### src/rtl/cra_pkg.sv
// shared constants and carrier types of the counter array control block
package cra_pkg;

  // ---------------------------------------------------------------
  // register map
  // ---------------------------------------------------------------
  localparam logic [3:0] CRA_ADDR_CTRL = 4'h0;   // array_control_status
  localparam logic [3:0] CRA_ADDR_IMASK = 4'h1;  // per-module flag interrupt enable
  localparam logic [3:0] CRA_ADDR_ISTAT = 4'h2;  // sticky event status
  localparam logic [3:0] CRA_ADDR_IEN = 4'h3;    // event interrupt mask
  localparam logic [3:0] CRA_ADDR_CNTL = 4'h4;   // counter low byte
  localparam logic [3:0] CRA_ADDR_CNTH = 4'h5;   // counter high byte

  // ---------------------------------------------------------------
  // field positions and reset values
  // ---------------------------------------------------------------
  localparam int CRA_NMOD = 5;
  localparam int CRA_RUN_BIT = 6;
  localparam logic [7:0] CRA_CTRL_RESET = 8'h00;
  localparam logic [4:0] CRA_MASK_RESET = 5'h00;
  localparam logic [15:0] CRA_CNT_RESET = 16'h0000;

  // ---------------------------------------------------------------
  // carriers
  // ---------------------------------------------------------------
  typedef struct packed {
    logic [3:0] addr;
    logic [7:0] wdata;
    logic wr;
    logic rd;
  } cra_bus_s;

endpackage

### src/rtl/cra_flags.sv
// sticky event flags with write-one/zero clear where set wins
`timescale 1ns/1ps
`default_nettype none
module cra_flags (
  // clock and reset
  input wire logic clock,
  input wire logic rst_n,
  // events and clear
  input wire logic [4:0] set_in,
  input wire logic [4:0] clear_in,
  // state
  output var logic [4:0] flags
);
  import cra_pkg::*;

  // ---------------------------------------------------------------
  // flag storage
  // ---------------------------------------------------------------
  always_ff @(posedge clock) begin
    if (!rst_n) begin
      flags <= 5'h00;
    end else begin
      // a set arriving with a clear is kept
      flags <= (flags & ~clear_in) | set_in;
    end
  end
endmodule // cra_flags
`default_nettype wire

### src/rtl/cra_top.sv
// counter array run control and capture/compare event flags
// Operation
// - counter holds while run bit is 0, counts while it is 1
// - bits 4..0 hold module event flags, bit n for module n
// - hardware sets a module flag on its match or capture
// - set flag with its interrupt enabled raises shared array request
// - hardware never clears a flag; software writes zero to clear
`timescale 1ns/1ps
`default_nettype none
module cra_top (
  // clock and reset
  input wire logic clock,
  input wire logic rst_n,
  // register port
  input wire cra_pkg::cra_bus_s bus,
  output var logic [7:0] rdata,
  // module events, same clock domain
  input wire logic [4:0] module_event,
  // counter state
  output var logic array_run,
  output var logic [15:0] counter,
  // interrupts
  output var logic array_irq,
  output var logic event_irq
);
  import cra_pkg::*;

  logic [4:0] event_flag;
  logic [4:0] flag_irq_en;
  logic [4:0] istat;
  logic [4:0] ien;
  logic [4:0] flag_clear;
  logic [4:0] istat_clear;
  logic [4:0] next_rise;
  logic [4:0] prev_flag;
  logic ctrl_wr;

  assign ctrl_wr = bus.wr && (bus.addr == CRA_ADDR_CTRL);

  // ---------------------------------------------------------------
  // control bits
  // ---------------------------------------------------------------
  always_ff @(posedge clock) begin
    if (!rst_n) begin
      array_run <= CRA_CTRL_RESET[CRA_RUN_BIT];
    end else if (ctrl_wr) begin
      array_run <= bus.wdata[CRA_RUN_BIT];
    end
  end

  always_ff @(posedge clock) begin
    if (!rst_n) begin
      flag_irq_en <= CRA_MASK_RESET;
    end else if (bus.wr && bus.addr == CRA_ADDR_IMASK) begin
      flag_irq_en <= bus.wdata[4:0];
    end
  end

  always_ff @(posedge clock) begin
    if (!rst_n) begin
      ien <= CRA_MASK_RESET;
    end else if (bus.wr && bus.addr == CRA_ADDR_IEN) begin
      ien <= bus.wdata[4:0];
    end
  end

  // ---------------------------------------------------------------
  // counter
  // ---------------------------------------------------------------
  always_ff @(posedge clock) begin
    if (!rst_n) begin
      counter <= CRA_CNT_RESET;
    end else if (array_run) begin
      counter <= counter + 16'h0001;
    end
  end

  // ---------------------------------------------------------------
  // event flags
  // ---------------------------------------------------------------
  // only a written zero clears; hardware path has no clear term
  assign flag_clear = ctrl_wr ? ~bus.wdata[4:0] : 5'h00;

  cra_flags u_flags (
    .clock(clock),
    .rst_n(rst_n),
    .set_in(module_event),
    .clear_in(flag_clear),
    .flags(event_flag)
  );

  // ---------------------------------------------------------------
  // shared array request
  // ---------------------------------------------------------------
  always_ff @(posedge clock) begin
    if (!rst_n) begin
      array_irq <= 1'b0;
    end else begin
      // follows the next flag value so the request shows with the flag
      array_irq <= |(((event_flag & ~flag_clear) | module_event) & flag_irq_en);
    end
  end

  // ---------------------------------------------------------------
  // event status, write one to clear
  // ---------------------------------------------------------------
  always_ff @(posedge clock) begin
    if (!rst_n) begin
      prev_flag <= 5'h00;
    end else begin
      prev_flag <= event_flag;
    end
  end

  assign next_rise = event_flag & ~prev_flag;
  assign istat_clear = (bus.wr && bus.addr == CRA_ADDR_ISTAT) ? bus.wdata[4:0] : 5'h00;

  always_ff @(posedge clock) begin
    if (!rst_n) begin
      istat <= 5'h00;
    end else begin
      istat <= (istat & ~istat_clear) | next_rise;
    end
  end

  always_ff @(posedge clock) begin
    if (!rst_n) begin
      event_irq <= 1'b0;
    end else begin
      event_irq <= |(((istat & ~istat_clear) | next_rise) & ien);
    end
  end

  // ---------------------------------------------------------------
  // read port
  // ---------------------------------------------------------------
  always_ff @(posedge clock) begin
    if (!rst_n) begin
      rdata <= 8'h00;
    end else if (bus.rd) begin
      unique case (bus.addr)
        CRA_ADDR_CTRL: rdata <= {1'b0, array_run, 1'b0, event_flag};
        CRA_ADDR_IMASK: rdata <= {3'h0, flag_irq_en};
        CRA_ADDR_ISTAT: rdata <= {3'h0, istat};
        CRA_ADDR_IEN: rdata <= {3'h0, ien};
        CRA_ADDR_CNTL: rdata <= counter[7:0];
        CRA_ADDR_CNTH: rdata <= counter[15:8];
        default: rdata <= 8'h00;
      endcase
    end else begin
      rdata <= 8'h00;
    end
  end
endmodule // cra_top
`default_nettype wire

### config.mk
export PLATFORM = sky130hd
export DESIGN_NAME = cra_top
export DESIGN_NICKNAME = d
export VERILOG_FILES = /design/src/rtl/cra_pkg.sv /design/src/rtl/cra_flags.sv /design/src/rtl/cra_top.sv
export SDC_FILE = /design/constraint.sdc
export NUM_CORES = 1
export LEC_CHECK = 0
export BUFFER_PORTS_ARGS = -buffer_cell sky130_fd_sc_hd__buf_2
export CAP_MARGIN = 25
export CORE_UTILIZATION = 24
export DETAILED_ROUTE_END_ITERATION = 16
export MAX_ROUTING_LAYER = met4
export SLEW_MARGIN = 10
export SYNTH_ARGS = -nofsm -noshare
export SYNTH_HDL_FRONTEND = slang
export SYNTH_SLANG_ARGS = --single-unit
### constraint.sdc
create_clock -name clock -period 1.4 [get_ports clock]
set_clock_uncertainty 0.05 [all_clocks]
set_input_delay 0.07 -clock clock [delete_from_list [all_inputs] [get_ports clock]]
set_output_delay 0.07 -clock clock [all_outputs]
set_load 0.02 [all_outputs]
==> flow_metrics.env <==
export IMPL_worstPathCellList="mux2_4 > a22o_1 > a222oi_1 > nor2_1"
export IMPL_finalSetupViolations=0
export IMPL_drv_max_cap_violation_count=0
export IMPL_crit_buf_inv=0
export IMPL_grt_pass1_vias=2093
export IMPL_slew_violations=0
export IMPL_cts_sinks=52
export IMPL_rows=36
export IMPL_hold_viol=0
export IMPL_wire_per_inst_um=13.8
export IMPL_syn_area_um2=2420
export IMPL_ant_nets=0
export IMPL_die_y_um=102
export IMPL_cp_max_fo=4
export IMPL_syn_to_final_growth_pct=30.7
export IMPL_syn_inst=267
export IMPL_first_pass_iters=6
export IMPL_clk_latency_ns=0.30
export IMPL_crit_required_ns=1.54
export IMPL_layout_min_cycle_time_ns=1.35
export IMPL_slew_headroom_pct=71.9
export IMPL_syn_nets=289
export IMPL_hp_class="in -> reg"
export IMPL_arrival_ns=1.49
export IMPL_first_iter_violations=125
export IMPL_final_nets=362
export IMPL_fin_util_pct=32.4
export IMPL_via_count=2190
export IMPL_grt_pass1_wl_um=10400
export IMPL_cts_buffers=5
export IMPL_cts_tree="yes"
export IMPL_worstMarginPinSlew_ns=0.421
export IMPL_antenna_cells=0
export IMPL_grt_ovfl_total=0
export IMPL_core_area_um2=9770
export IMPL_drive_gt1_share_pct=34.0
export IMPL_critical_path_max_stage_delay_ns=0.37
export IMPL_track_usage_pct=13.2
export IMPL_ctsRootBufferMaster="clkbuf_8"
export IMPL_rsz0062_at_grt="true"
export IMPL_critPathSlowestCell="dfxtp_4"
export IMPL_ys_warn_count=0
export IMPL_p_per_area_nw_per_um2=859
export IMPL_path_delay_family="compound AO/OA/AOI/OAI gates"
export IMPL_drt_total_wl_um=6540
export IMPL_ios=48
export IMPL_die_width_um=102
export IMPL_gp_congestion=0.787
export IMPL_cp_start_kind="register"
export IMPL_clkTransAtPathRegs_ns=0.09
export IMPL_p_leak_nw=1.34
export IMPL_yosysSeqAreaShare_pct=43.0
export IMPL_critical_path_class="reg -> reg"
export IMPL_p_total_mw=2.72
export IMPL_die_area_um2=10500
export IMPL_cts_max_level=2
export IMPL_finalCritPeriodShare_pct=96.5
export IMPL_ys_types=45
export IMPL_io_buffers=45
export IMPL_antenna_found_initial=0
export IMPL_grt_max_degree=22
export IMPL_max_freq_mhz=740
export IMPL_synth_seq_cells=52
export IMPL_status="completed"
export IMPL_initial_core_util_pct=24.8
export IMPL_finalNonFillerCells=474
export IMPL_synth_area_per_cell_um2=9.07
export IMPL_viasPerCell=4.62
export IMPL_vdd_drop_max_mv=0.414
export IMPL_cts_buffer_depth=2
export IMPL_cp_end_kind="register"
export IMPL_setup_tns_ns=0
export IMPL_drc_errors=0
export IMPL_hpwl_um=4860
export IMPL_dp_cells=459
==> what timing repair did <==
action                                 4_1_cts  5_1_grt
gates resized for setup                      0        8
hold buffers                                 3        0
endpoints found under the hold margin        3        0
buffers inserted                             0        4
setup endpoints to repair                    1        8
pin swaps                                    1        3
==> cells in the mapped netlist (all sizes together) <==
master,count,area share (%)
mux2,8,3.7
mux2i,13,5.4
xor2,4,1.4
nor4b,1,0.62
nand2b,3,0.78
nand4b,1,0.36
clkbuf,5,0.78
nand3b,1,0.47
a31oi,7,1.8
and2,8,2.1
and3,3,0.78
a22o,1,0.36
a21boi,1,0.31
nor3,4,0.83
dfxtp,52,43
xnor2,9,3.3
o21ai,10,2.1
nor4,6,2.6
nor2b,5,1.3
or3,2,0.52
a221oi,1,0.36
inv,9,1.4
a32oi,1,0.36
a41oi,1,0.36
buf,8,2.4
nor3b,2,1.3
a222oi,2,0.83
nand2,18,2.9
a21oi,9,1.9
nand3,6,1.2
a22oi,9,2.8
nand4,7,2.9
o22a,3,1.1
ha,1,0.52
nor2,46,7.2
==> per-layer routing <==
metal / GRT usage (%) / routed length [um]
met1: 17.2 / 3200
met2: 20.9 / 3100
met3: 1.78 / 198
met4: 4.29 / 46
met5: - / 0
==> power breakdown <==
| part | switching [mW] | leakage (nW) | total (mW) | internal [mW] |
|---|---|---|---|---|
| combinational | 0.154 | 0.863 | 0.276 | 0.122 |
| clock | 0.500 | 0.0488 | 0.905 | 0.405 |
| sequential | 0.0260 | 0.429 | 1.54 | 1.51 |
==> area by class of cell <==
type,count,area [um^2]
Clock buffer,7,86.3
Clock inverter,1,6.26
Fill cell,1029,6610
Inverter,9,33.8
Multi-Input combinational cell,193,1300
Sequential cell,52,1060
Tap cell,133,166
Timing Repair Buffer,79,513
==> worst register-to-register path, delay by kind of cell, from the launching register on <==
| family | cells | cell delay, ns |
|---|---|---|
| compound gates | 2 | 0.50 |
| flops | 1 | 0.37 |
| mux | 1 | 0.25 |
| simple gates | 1 | 0.07 |
==> registers in the layout, summed over array words and instances (netlist names), 5 cells and up <==
signal,count
u_flags.flags,5
flag_irq_en,5
prev_flag,5
ien,5
istat,5
rdata,8
counter,16
==> through the flow <==
stage / hold WS, ns / worst slack (ns) / area, um^2
6_report: 0.0147 / 0.0493 / 3160
3_3_place_gp: 0.295 / 0.0131 / 2980
3_5_place_dp: 0.305 / -0.000741 / 2980
5_1_grt: 0.0214 / -0.00727 / 3160
2_1_floorplan: 0.160 / 0.00373 / 2440
4_1_cts: 0.00346 / 0.00660 / 3100
==> kinds of logic after synthesis <==
logic type | Yosys count | share of synthesized area, %
AND/OR/NAND/NOR | 113 | 25.9
XOR/XNOR | 13 | 4.70
buffers and inverters | 22 | 4.60
flip-flops | 52 | 43.0
AO/OA/AOI/OAI | 45 | 12.2
adder cells (fa/ha/maj) | 1 | 0.517
multiplexers | 21 | 9.10
==> cell usage in the layout (no fill, tap or decap), types with 2 or more instances in the layout <==
| cell type | n |
|---|---|
| o22a_1 | 3 |
| nand4_4 | 2 |
| mux2_2 | 6 |
| buf_12 | 2 |
| inv_1 | 8 |
| or3_1 | 2 |
| nand4_1 | 4 |
| nand3_1 | 5 |
| buf_2 | 45 |
| nand2b_1 | 3 |
| buf_4 | 29 |
| and3_1 | 3 |
| o21ai_1 | 3 |
| dfxtp_4 | 3 |
| nor4_1 | 2 |
| clkbuf_8 | 6 |
| nor4_2 | 3 |
| dfxtp_2 | 7 |
| nor3_1 | 4 |
| dfxtp_1 | 42 |
| xor2_1 | 4 |
| nand2_1 | 17 |
| nor2b_1 | 5 |
| a21oi_1 | 9 |
| and2_1 | 8 |
| nor2_1 | 45 |
| dlygate4sd3_1 | 3 |
| o21ai_0 | 7 |
| a31oi_1 | 7 |
| a22oi_1 | 9 |
| a222oi_1 | 2 |
| mux2i_1 | 13 |
| xnor2_1 | 9 |
==> worst paths after layout <==
check | cells past startpoint | from | endpoint | slack [ns]
worst max-delay path | 4 | counter[8] | rdata[0] | 0.05
worst min register to register | 2 | istat[0] | istat[0] | 0.44
worst min-delay path | 3 | bus[5] | flag_irq_en[3] | 0.01
worst max register to register | 4 | counter[8] | rdata[0] | 0.05
Note: power is estimated with default switching activity, not from simulation.
